===== src/verilog/dcr_defs.svh =====
// Offsets, field positions and fixed values of the capability bank.
// Assumes a 16-bit word address and a 32-bit read data path.
`ifndef DCR_DEFS_SVH
`define DCR_DEFS_SVH

////////////////////////////////////////////////////////////////////////
// Widths
`define DCR_ADDR_W 16
`define DCR_DATA_W 32

////////////////////////////////////////////////////////////////////////
// Register offsets (word addresses)
`define DCR_OFS_PART_ID 16'h0882
`define DCR_OFS_CAP_ONE 16'h0886
`define DCR_OFS_CAP_TWO 16'h0888
`define DCR_OFS_CAP_THREE 16'h088a

////////////////////////////////////////////////////////////////////////
// Capability word one fields
`define DCR_PART_NO_LSB 22
`define DCR_PART_NO_MSB 29
`define DCR_MATH_BIT 13
`define DCR_RAM_LSB 3
`define DCR_ONE_USED 32'h3fc0_2078

////////////////////////////////////////////////////////////////////////
// Capability word two fields
`define DCR_CAN_BIT 27
`define DCR_QEP_BIT 16
`define DCR_CAPTURE_BIT 12
`define DCR_I2C_BIT 8
`define DCR_SPI_BIT 4
`define DCR_SERIAL_LSB 0
`define DCR_TWO_USED 32'h0801_1117

////////////////////////////////////////////////////////////////////////
// Capability word three fields
`define DCR_TRIP_LSB 13
`define DCR_PWM_LSB 0
`define DCR_THREE_USED 32'h000f_e07f

////////////////////////////////////////////////////////////////////////
// Reset values
`define DCR_RD_RESET 32'h0000_0000

`endif


===== src/verilog/dcr_pkg.sv =====
// Types shared by the capability bank and its read-only store.
// Assumes dcr_defs.svh is on the include path.
package dcr_pkg;

   ////////////////////////////////////////////////////////////////////
   // Register selected by an address
   typedef enum logic [2:0] {
      DCR_SEL_NONE = 3'b000,
      DCR_SEL_PART = 3'b001,
      DCR_SEL_ONE = 3'b010,
      DCR_SEL_TWO = 3'b011,
      DCR_SEL_THREE = 3'b100
   } dcr_sel_t;

   ////////////////////////////////////////////////////////////////////
   // State of the bus side of the bank
   typedef struct packed {
      logic rd_valid;
      logic acc_err;
      logic wr_ignored;
   } dcr_state_t;

   ////////////////////////////////////////////////////////////////////
   // State of the read-only store
   typedef struct packed {
      logic [31:0] rd_data;
   } dcr_rom_state_t;

endpackage : dcr_pkg


===== src/verilog/dcr_rom.sv =====
// Read-only store of the four fixed words with a registered read port.
// Assumes the select is already decoded and the words never change.
`include "dcr_defs.svh"

module dcr_rom
   import dcr_pkg::*;
(
   input wire logic clk_sys, // System clock
   input wire logic rst_n, // Synchronous reset, active low
   input wire logic rd_en, // Read strobe
   input wire dcr_sel_t sel, // Decoded register
   input wire logic [31:0] part_id, // Part identifier word
   input wire logic [31:0] cap_one, // Capability word one
   input wire logic [31:0] cap_two, // Capability word two
   input wire logic [31:0] cap_three, // Capability word three
   output logic [31:0] rd_data // Read data, one cycle after strobe
);

   dcr_rom_state_t st_q;
   dcr_rom_state_t st_d;

   ////////////////////////////////////////////////////////////////////
   // Data stand only in the cycle after a read, zero otherwise
   always_comb begin
      st_d = st_q;
      st_d.rd_data = `DCR_RD_RESET;
      if (rd_en) begin
         case (sel)
            DCR_SEL_PART: st_d.rd_data = part_id;
            DCR_SEL_ONE: st_d.rd_data = cap_one;
            DCR_SEL_TWO: st_d.rd_data = cap_two;
            DCR_SEL_THREE: st_d.rd_data = cap_three;
            default: st_d.rd_data = `DCR_RD_RESET;
         endcase
      end
   end

   always_ff @(posedge clk_sys) begin
      if (!rst_n) begin
         st_q <= '0;
      end else begin
         st_q <= st_d;
      end
   end

   assign rd_data = st_q.rd_data;

endmodule : dcr_rom


===== src/verilog/dcr_bank.sv =====
// Capability register bank: three fixed capability words and the
// part identifier, read over a plain strobe port.
// Assumes the master never raises both strobes in one cycle.
//
// The implementer's own choices: the register addresses and strobed register access.
`include "dcr_defs.svh"

// Functional notes
// - Word one bits 29:22 hold the part number, also the low byte of the part identifier.
// - Word one bit 13 shows the math accelerator; its reserved bits read zero.
// - Word one bits 3 to 6 show RAM blocks 0 to 3.
// - Word two bit 27 shows the CAN controller; its reserved bits read zero.
// - Word two bit 16 shows the encoder unit and bit 12 the capture unit.
// - Word two bit 8 shows the I2C port and bit 4 the SPI port.
// - Word two bits 0 to 2 show serial ports A to C.
// - Word three bits 13 to 19 show trip filters 1 to 7; its reserved bits read zero.
// - Word three bits 0 to 6 show PWM units 1 to 7.
// - A zero bit means the unit is absent; values are fixed per part.
module dcr_bank
   import dcr_pkg::*;
#(
   parameter logic [7:0] PART_NUMBER = 8'h00, // Arbitrary value
   parameter logic [7:0] PART_CLASS = 8'h00, // Arbitrary value
   parameter logic HAS_MATH = 1'b1,
   parameter logic [3:0] HAS_RAM = 4'hf,
   parameter logic HAS_CAN = 1'b1,
   parameter logic HAS_QEP = 1'b1,
   parameter logic HAS_CAPTURE = 1'b1,
   parameter logic HAS_I2C = 1'b1,
   parameter logic HAS_SPI = 1'b1,
   parameter logic [2:0] HAS_SERIAL = 3'h7,
   parameter logic [6:0] HAS_TRIP = 7'h7f,
   parameter logic [6:0] HAS_PWM = 7'h7f
) (
   input wire logic clk_sys, // System clock, 10 MHz
   input wire logic rst_n, // Synchronous reset, active low
   input wire logic [15:0] addr, // Word address
   input wire logic [31:0] wr_data, // Write data, ignored
   input wire logic wr_en, // Write strobe
   input wire logic rd_en, // Read strobe
   output logic [31:0] rd_data, // Read data, cycle after strobe
   output logic rd_valid, // Marks read data
   output logic acc_err, // Access to an unmapped address
   output logic wr_ignored // Write to a mapped, fixed register
);

   ////////////////////////////////////////////////////////////////////
   // Address decode, shared by the bus logic and the checks
   function automatic dcr_sel_t dcr_decode(input logic [15:0] a);
      dcr_sel_t s;
      s = DCR_SEL_NONE;
      case (a)
         `DCR_OFS_PART_ID: s = DCR_SEL_PART;
         `DCR_OFS_CAP_ONE: s = DCR_SEL_ONE;
         `DCR_OFS_CAP_TWO: s = DCR_SEL_TWO;
         `DCR_OFS_CAP_THREE: s = DCR_SEL_THREE;
         default: s = DCR_SEL_NONE;
      endcase
      return s;
   endfunction : dcr_decode

   ////////////////////////////////////////////////////////////////////
   // Fixed words, taken from parameters only
   logic [31:0] part_id_w;
   logic [31:0] cap_one_w;
   logic [31:0] cap_two_w;
   logic [31:0] cap_three_w;
   logic [31:0] one_raw;
   logic [31:0] two_raw;
   logic [31:0] three_raw;

   // Part number placed once and mirrored
   always_comb begin
      part_id_w = {16'h0000, PART_CLASS, PART_NUMBER};
   end

   always_comb begin
      one_raw = `DCR_RD_RESET;
      one_raw[`DCR_PART_NO_MSB:`DCR_PART_NO_LSB] = PART_NUMBER;
      one_raw[`DCR_MATH_BIT] = HAS_MATH;
      one_raw[`DCR_RAM_LSB +: 4] = HAS_RAM;
   end

   always_comb begin
      two_raw = `DCR_RD_RESET;
      two_raw[`DCR_CAN_BIT] = HAS_CAN;
      two_raw[`DCR_QEP_BIT] = HAS_QEP;
      two_raw[`DCR_CAPTURE_BIT] = HAS_CAPTURE;
      two_raw[`DCR_I2C_BIT] = HAS_I2C;
      two_raw[`DCR_SPI_BIT] = HAS_SPI;
      two_raw[`DCR_SERIAL_LSB +: 3] = HAS_SERIAL;
   end

   // One bit per trip filter and per PWM unit
   genvar gi;
   generate
      for (gi = 0; gi < 32; gi++) begin : g_three
         if (gi >= `DCR_TRIP_LSB && gi < `DCR_TRIP_LSB + 7) begin : g_trip
            assign three_raw[gi] = HAS_TRIP[gi - `DCR_TRIP_LSB];
         end else if (gi >= `DCR_PWM_LSB && gi < `DCR_PWM_LSB + 7)
         begin : g_pwm
            assign three_raw[gi] = HAS_PWM[gi - `DCR_PWM_LSB];
         end else begin : g_reserved_bits
            assign three_raw[gi] = 1'b0;
         end
      end
   endgenerate

   // Reserved bits forced to zero; nothing here depends on bus writes
   always_comb begin
      cap_one_w = one_raw & `DCR_ONE_USED;
      cap_two_w = two_raw & `DCR_TWO_USED;
      cap_three_w = three_raw & `DCR_THREE_USED;
   end

   ////////////////////////////////////////////////////////////////////
   // Bus side state
   dcr_state_t st_q;
   dcr_state_t st_d;
   dcr_sel_t sel_w;

   always_comb begin
      sel_w = dcr_decode(addr);
   end

   always_comb begin
      st_d = st_q;
      st_d.rd_valid = rd_en;
      st_d.acc_err = (rd_en || wr_en) && (sel_w == DCR_SEL_NONE);
      // Writes are answered but never stored
      st_d.wr_ignored = wr_en && (sel_w != DCR_SEL_NONE);
   end

   always_ff @(posedge clk_sys) begin
      if (!rst_n) begin
         st_q <= '0;
      end else begin
         st_q <= st_d;
      end
   end

   assign rd_valid = st_q.rd_valid;
   assign acc_err = st_q.acc_err;
   assign wr_ignored = st_q.wr_ignored;

   ////////////////////////////////////////////////////////////////////
   // Registered read port
   dcr_rom u_rom (
      .clk_sys(clk_sys),
      .rst_n(rst_n),
      .rd_en(rd_en),
      .sel(sel_w),
      .part_id(part_id_w),
      .cap_one(cap_one_w),
      .cap_two(cap_two_w),
      .cap_three(cap_three_w),
      .rd_data(rd_data)
   );

   ////////////////////////////////////////////////////////////////////
   // Checks
   AST_PART_MIRROR:
   assert property (@(posedge clk_sys) disable iff (!rst_n)
      rd_en && dcr_decode(addr) == DCR_SEL_PART
      |=> rd_valid && rd_data[7:0] == PART_NUMBER)
   else $error("Part identifier low byte differs from part number");

   AST_PART_FIELD:
   assert property (@(posedge clk_sys) disable iff (!rst_n)
      rd_en && dcr_decode(addr) == DCR_SEL_ONE
      |=> rd_data[29:22] == PART_NUMBER)
   else $error("Part number field wrong in word one");

   AST_ONE_RESERVED_BITS:
   assert property (@(posedge clk_sys) disable iff (!rst_n)
      rd_en && dcr_decode(addr) == DCR_SEL_ONE
      |=> rd_data[31:30] == 2'b00 && rd_data[21:14] == 8'h00
         && rd_data[12:7] == 6'h00 && rd_data[2:0] == 3'h0
         && rd_data[13] == HAS_MATH)
   else $error("Word one reserved or math bit wrong");

   AST_ONE_RAM:
   assert property (@(posedge clk_sys) disable iff (!rst_n)
      rd_en && dcr_decode(addr) == DCR_SEL_ONE
      |=> rd_data[6:3] == HAS_RAM)
   else $error("RAM block bits wrong");

   AST_TWO_CAN:
   assert property (@(posedge clk_sys) disable iff (!rst_n)
      rd_en && dcr_decode(addr) == DCR_SEL_TWO
      |=> rd_data[27] == HAS_CAN && rd_data[31:28] == 4'h0
         && rd_data[26:17] == 10'h000 && rd_data[15:13] == 3'h0
         && rd_data[11:9] == 3'h0 && rd_data[7:5] == 3'h0
         && rd_data[3] == 1'b0)
   else $error("Word two CAN or reserved bits wrong");

   AST_TWO_UNITS:
   assert property (@(posedge clk_sys) disable iff (!rst_n)
      rd_en && dcr_decode(addr) == DCR_SEL_TWO
      |=> rd_data[16] == HAS_QEP && rd_data[12] == HAS_CAPTURE)
   else $error("Encoder or capture bit wrong");

   AST_TWO_PORTS:
   assert property (@(posedge clk_sys) disable iff (!rst_n)
      rd_en && dcr_decode(addr) == DCR_SEL_TWO
      |=> rd_data[8] == HAS_I2C && rd_data[4] == HAS_SPI)
   else $error("I2C or SPI bit wrong");

   AST_TWO_SERIAL:
   assert property (@(posedge clk_sys) disable iff (!rst_n)
      rd_en && dcr_decode(addr) == DCR_SEL_TWO
      |=> rd_data[2:0] == HAS_SERIAL)
   else $error("Serial port bits wrong");

   AST_THREE_TRIP:
   assert property (@(posedge clk_sys) disable iff (!rst_n)
      rd_en && dcr_decode(addr) == DCR_SEL_THREE
      |=> rd_data[19:13] == HAS_TRIP && rd_data[31:20] == 12'h000
         && rd_data[12:7] == 6'h00)
   else $error("Trip filter or reserved bits wrong");

   AST_THREE_PWM:
   assert property (@(posedge clk_sys) disable iff (!rst_n)
      rd_en && dcr_decode(addr) == DCR_SEL_THREE
      |=> rd_data[6:0] == HAS_PWM)
   else $error("PWM unit bits wrong");

   AST_SAME_TWICE:
   assert property (@(posedge clk_sys) disable iff (!rst_n)
      rd_en ##1 rd_en && addr == $past(addr)
      |=> rd_data == $past(rd_data))
   else $error("Back to back reads of one register differ");

   AST_WRITE_NO_EFFECT:
   assert property (@(posedge clk_sys) disable iff (!rst_n)
      wr_en && dcr_decode(addr) == DCR_SEL_ONE
      ##1 rd_en && dcr_decode(addr) == DCR_SEL_ONE
      |=> rd_data[29:22] == PART_NUMBER && rd_data[13] == HAS_MATH
         && wr_ignored == 1'b0 && rd_valid)
   else $error("Write changed a fixed register");

   AST_WRITE_FLAG:
   assert property (@(posedge clk_sys) disable iff (!rst_n)
      wr_en && dcr_decode(addr) != DCR_SEL_NONE
      |=> wr_ignored && !rd_valid && rd_data == 32'h0000_0000)
   else $error("Write to fixed register not flagged");

   AST_UNMAPPED:
   assert property (@(posedge clk_sys) disable iff (!rst_n)
      rd_en && dcr_decode(addr) == DCR_SEL_NONE
      |=> acc_err && rd_valid && rd_data == 32'h0000_0000)
   else $error("Unmapped read not answered with zero");

   AST_IDLE_ZERO:
   assert property (@(posedge clk_sys) disable iff (!rst_n)
      !rd_en |=> !rd_valid && rd_data == 32'h0000_0000)
   else $error("Read data outside the answer cycle");

   ////////////////////////////////////////////////////////////////////
   // Flag, framing, part identifier and write-then-read checks

   AST_RESET_QUIET:
   assert property (@(posedge clk_sys)
      !rst_n |=> !rd_valid && !acc_err && !wr_ignored
         && rd_data == 32'h0000_0000)
   else $error("Outputs not cleared by reset");

   AST_READ_VALID:
   assert property (@(posedge clk_sys) disable iff (!rst_n)
      rd_en |=> rd_valid && !wr_ignored)
   else $error("Read strobe not answered by valid");

   AST_MAPPED_OK:
   assert property (@(posedge clk_sys) disable iff (!rst_n)
      (rd_en || wr_en) && dcr_decode(addr) != DCR_SEL_NONE |=> !acc_err)
   else $error("Mapped access flagged as an error");

   AST_UNMAPPED_WRITE:
   assert property (@(posedge clk_sys) disable iff (!rst_n)
      wr_en && dcr_decode(addr) == DCR_SEL_NONE
      |=> acc_err && !wr_ignored && !rd_valid && rd_data == 32'h0000_0000)
   else $error("Unmapped write not flagged");

   AST_FLAGS_QUIET:
   assert property (@(posedge clk_sys) disable iff (!rst_n)
      !rd_en && !wr_en |=> !acc_err && !wr_ignored)
   else $error("Flag raised without a strobe");

   AST_FLAGS_APART:
   assert property (@(posedge clk_sys) disable iff (!rst_n)
      !(acc_err && wr_ignored))
   else $error("Error and ignored write flags together");

   AST_ERR_ONLY_STROBE:
   assert property (@(posedge clk_sys) disable iff (!rst_n)
      acc_err |-> $past(rd_en) || $past(wr_en))
   else $error("Error flag without a strobe before it");

   AST_DATA_ONLY_READ:
   assert property (@(posedge clk_sys) disable iff (!rst_n)
      !rd_valid |-> rd_data == 32'h0000_0000)
   else $error("Read data without valid");

   AST_PART_UPPER:
   assert property (@(posedge clk_sys) disable iff (!rst_n)
      rd_en && dcr_decode(addr) == DCR_SEL_PART
      |=> rd_data[31:16] == 16'h0000 && rd_data[15:8] == PART_CLASS)
   else $error("Part identifier upper bytes wrong");

   AST_ONE_THEN_PART:
   assert property (@(posedge clk_sys) disable iff (!rst_n)
      rd_en && dcr_decode(addr) == DCR_SEL_ONE
      ##1 rd_en && dcr_decode(addr) == DCR_SEL_PART
      |=> rd_data[7:0] == $past(rd_data[29:22]))
   else $error("Part field and part identifier disagree");

   AST_WRITE_TWO:
   assert property (@(posedge clk_sys) disable iff (!rst_n)
      wr_en && dcr_decode(addr) == DCR_SEL_TWO
      ##1 rd_en && dcr_decode(addr) == DCR_SEL_TWO
      |=> rd_data[27] == HAS_CAN && rd_data[16] == HAS_QEP
         && rd_data[12] == HAS_CAPTURE && rd_data[2:0] == HAS_SERIAL)
   else $error("Write changed word two");

   AST_WRITE_THREE:
   assert property (@(posedge clk_sys) disable iff (!rst_n)
      wr_en && dcr_decode(addr) == DCR_SEL_THREE
      ##1 rd_en && dcr_decode(addr) == DCR_SEL_THREE
      |=> rd_data[19:13] == HAS_TRIP && rd_data[6:0] == HAS_PWM)
   else $error("Write changed word three");

   AST_PART_NO_CHANGE:
   assert property (@(posedge clk_sys) disable iff (!rst_n)
      wr_en && dcr_decode(addr) == DCR_SEL_PART
      ##1 rd_en && dcr_decode(addr) == DCR_SEL_PART
      |=> rd_data == {16'h0000, PART_CLASS, PART_NUMBER})
   else $error("Write changed the part identifier");

endmodule : dcr_bank


===== config.mk =====
export PLATFORM = sky130hd
export DESIGN_NAME = dcr_bank
export DESIGN_NICKNAME = d
export VERILOG_FILES = /design/src/verilog/dcr_pkg.sv /design/src/verilog/dcr_rom.sv /design/src/verilog/dcr_bank.sv
export VERILOG_INCLUDE_DIRS = /design/src /design/src/verilog
export SDC_FILE = /design/constraint.sdc
export NUM_CORES = 1
export LEC_CHECK = 0
export BUFFER_PORTS_ARGS = -buffer_cell sky130_fd_sc_hd__buf_2
export CORE_MARGIN = 5
export CORE_UTILIZATION = 27
export DETAILED_ROUTE_END_ITERATION = 7
export GPL_TIMING_DRIVEN = 0
export MAX_ROUTING_LAYER = met4
export PLACE_DENSITY = 0.82
export RECOVER_POWER = 50
export SLEW_MARGIN = 20
export SYNTH_ARGS = -nofsm -noshare
export SYNTH_HDL_FRONTEND = slang
export SYNTH_SLANG_ARGS = --single-unit
export TNS_END_PERCENT = 100

===== constraint.sdc =====
create_clock -name clk_sys -period 1.2 [get_ports clk_sys]
set_input_delay 0.18 -clock clk_sys [delete_from_list [all_inputs] [get_ports clk_sys]]
set_output_delay 0.18 -clock clk_sys [all_outputs]
set_load 0.02 [all_outputs]

==> flow_summary.json <==
{
  "result_of_the_run": "finished, final reports clean",
  "synth.largest_area_cell": "sky130_fd_sc_hd__buf_4",
  "grt_antenna_before_repair": 0,
  "post_route_cells_drive_above_1_share_pct": 54.8,
  "clkSinkCount": 8,
  "grt_first_pass_wirelength_mm": 1.59,
  "grt.total_usage_pct": 8.06,
  "grt_start_max_net_pins": 8,
  "crit_path_start": "u_rom.rd_data[19]",
  "number_of_global_route_vias_before_repair": 439,
  "post_synth_main_area_contributors": "sky130_fd_sc_hd__buf_4, sky130_fd_sc_hd__dfxtp_1, sky130_fd_sc_hd__nor4b_4",
  "drc": 0,
  "synth.yosys.warnings": 0,
  "worstPathMaxFanout": 5,
  "tritoncts_clock_tree": "built",
  "clockRootBuffer": "sky130_fd_sc_hd__clkbuf_4",
  "leading_cell_types_in_the_layout_fill_and_taps_excluded": "sky130_fd_sc_hd__buf_2, sky130_fd_sc_hd__buf_4, sky130_fd_sc_hd__conb_1, sky130_fd_sc_hd__dfxtp_1, sky130_fd_sc_hd__clkbuf_1",
  "period_share_pct": 90.3,
  "vdd.ir_drop.worst_mv": 0.305,
  "synth-seq-area-share_pct": 29.9,
  "nets": 169,
  "diodes": 0,
  "period_needed_ps": 1080,
  "count_of_boundary_i_o_pins": 87,
  "cp-start-kind": "flip-flop",
  "combined_area_of_the_multi_input_logic_cells_um2": 199,
  "hpwl_after_dpl_mm": 1.12,
  "hold_start": "wr_en",
  "timing_hold_violations_final": 0,
  "fill_cells": 210,
  "global_route.overflow_total": 0,
  "starting_density_of_the_core_pct": 27.9,
  "final_replace_weighted_congestion": 0.593,
  "hold_path_end": "wr_ignored",
  "dr_pass1_iterations": 2,
  "postCtsResizedCells": 0,
  "setup-violations-final": 0,
  "finalMaxSlewViolations": 0,
  "synth-seq-cells": 8,
  "tritoncts.num_buffers": 3,
  "setup.worst_path.end_class": "primary output",
  "total_power_uw": 618,
  "routed_via_density": 3.62,
  "yosysTopAreaCellShare_pct": 37.9,
  "placeableCoreArea_mm2": 0.00192,
  "rsz0062_at_grt": "false",
  "timing.setup.critical_path_class": "reg2out",
  "route.detailed.wl_per_inst_um": 8.65,
  "setup_total_negative_slack_ps": 0,
  "clock.fmax_mhz": 923,
  "cts_setup_buffers": 0,
  "register_area_um2": 160,
  "floorplan_die_area_mm2": 0.00297,
  "worst_setup_hold_path_clk_slew_ps": 50,
  "drt_iter0_drc": 3,
  "fp-row-count": 16,
  "layout-area-overhead-vs-synth_pct": 52.1,
  "max_cap_violations": 0,
  "whs_path_depth": 3,
  "layout_commonest_cell": "sky130_fd_sc_hd__buf_2",
  "post_synth_num_cell_types": 14,
  "detail-route-antenna-nets": 0,
  "ctsHtreeMaxLevel": 1,
  "timing.critical_path.arrival_ps": 900,
  "required_ps": 1020,
  "die_height_um": 54.5,
  "io_buffer_count": 39,
  "netlist_instances": 59,
  "cts.hold.buffers_added": 0,
  "longest_clk_path_bufs": 2,
  "powerDensity_mw_per_mm2": 758,
  "detailroute.via_count": 514,
  "avgSynthCellArea_um2": 9.08,
  "syn_area_um2": 536,
  "floorplan.die.width_um": 54.5,
  "timing.hold.worst.class": "in2reg",
  "total_leakage_power_nw": 0.483,
  "wl_mm": 1.23
}
## cell usage after synthesis
cell	number
sky130_fd_sc_hd__a21oi_1	2
sky130_fd_sc_hd__buf_4	27
sky130_fd_sc_hd__conb_1	1
sky130_fd_sc_hd__dfxtp_1	8
sky130_fd_sc_hd__inv_1	3
sky130_fd_sc_hd__nand2_1	2
sky130_fd_sc_hd__nand3_1	1
sky130_fd_sc_hd__nand4_4	1
sky130_fd_sc_hd__nor2_1	2
sky130_fd_sc_hd__nor2b_1	2
sky130_fd_sc_hd__nor3_1	6
sky130_fd_sc_hd__nor4b_4	2
sky130_fd_sc_hd__o21ai_0	1
sky130_fd_sc_hd__o221a_1	1
## cells by family after synthesis
kind of cell,after synthesis,synth area share (%)
simple gates,16,24.5
flops,8,29.9
buf+inv,30,40.0
other cells,1,0.700
compound gates,4,4.91
## layer usage
metal	share of wire (%)	track usage [%]	routed length (um)
met2	52	16.7	635
met5	0	-	0
met4	1.4	6.22	17
met1	31	4.89	380
met3	16	2.72	196
## power breakdown
| part | switching (mW) | internal [mW] |
|---|---|---|
| Sequential | 0.00101 | 0.270 |
| Clock | 0.0785 | 0.114 |
| Combinational | 0.0854 | 0.0687 |
| Total | 0.165 | 0.453 |
## state kept, by name, indices dropped and copies added (netlist names)
name	cells
wr_ignored	1
acc_err	1
rd_valid	1
u_rom.rd_data	5
## stage by stage
stage          worst slack, ps  std cells  utilization, %  area, um2  hold slack (ps)
4_1_cts                   99.8        142            43.7        840              162
2_1_floorplan              213         73               -        588              259
5_1_grt                   43.3        142            42.4        815              174
3_3_place_gp              53.9        139            42.5        817              410
6_report                   116        142            42.4        815              170
3_5_place_dp              35.0        139            42.5        817              426
## layout make-up
type / count / area share [%]
buffer: 27 / 24.9
sequential: 8 / 19.7
timing repair buffer: 39 / 22.7
tap: 27 / 4.15
clock buffer: 3 / 2.76
inverter: 3 / 1.38
multi-input combinational: 35 / 24.4
## worst max-delay path: stages (launching register included)
cell and delay [ps]:
sky130_fd_sc_hd__dfxtp_1 380, sky130_fd_sc_hd__buf_4 130, sky130_fd_sc_hd__buf_2 150
## how the worst max path moves through the flow
| stage | end | slack [ps] | cells past startpoint |
|---|---|---|---|
| global route | rd_data[17] | 40 | 2 |
| global placement | acc_err | 50 | 4 |
| detailed placement | acc_err | 30 | 4 |
| floorplan | acc_err | 210 | 3 |
| finish | rd_data[15] | 120 | 2 |
| CTS | rd_data[15] | 100 | 2 |
(Power assumes the default switching activity.)
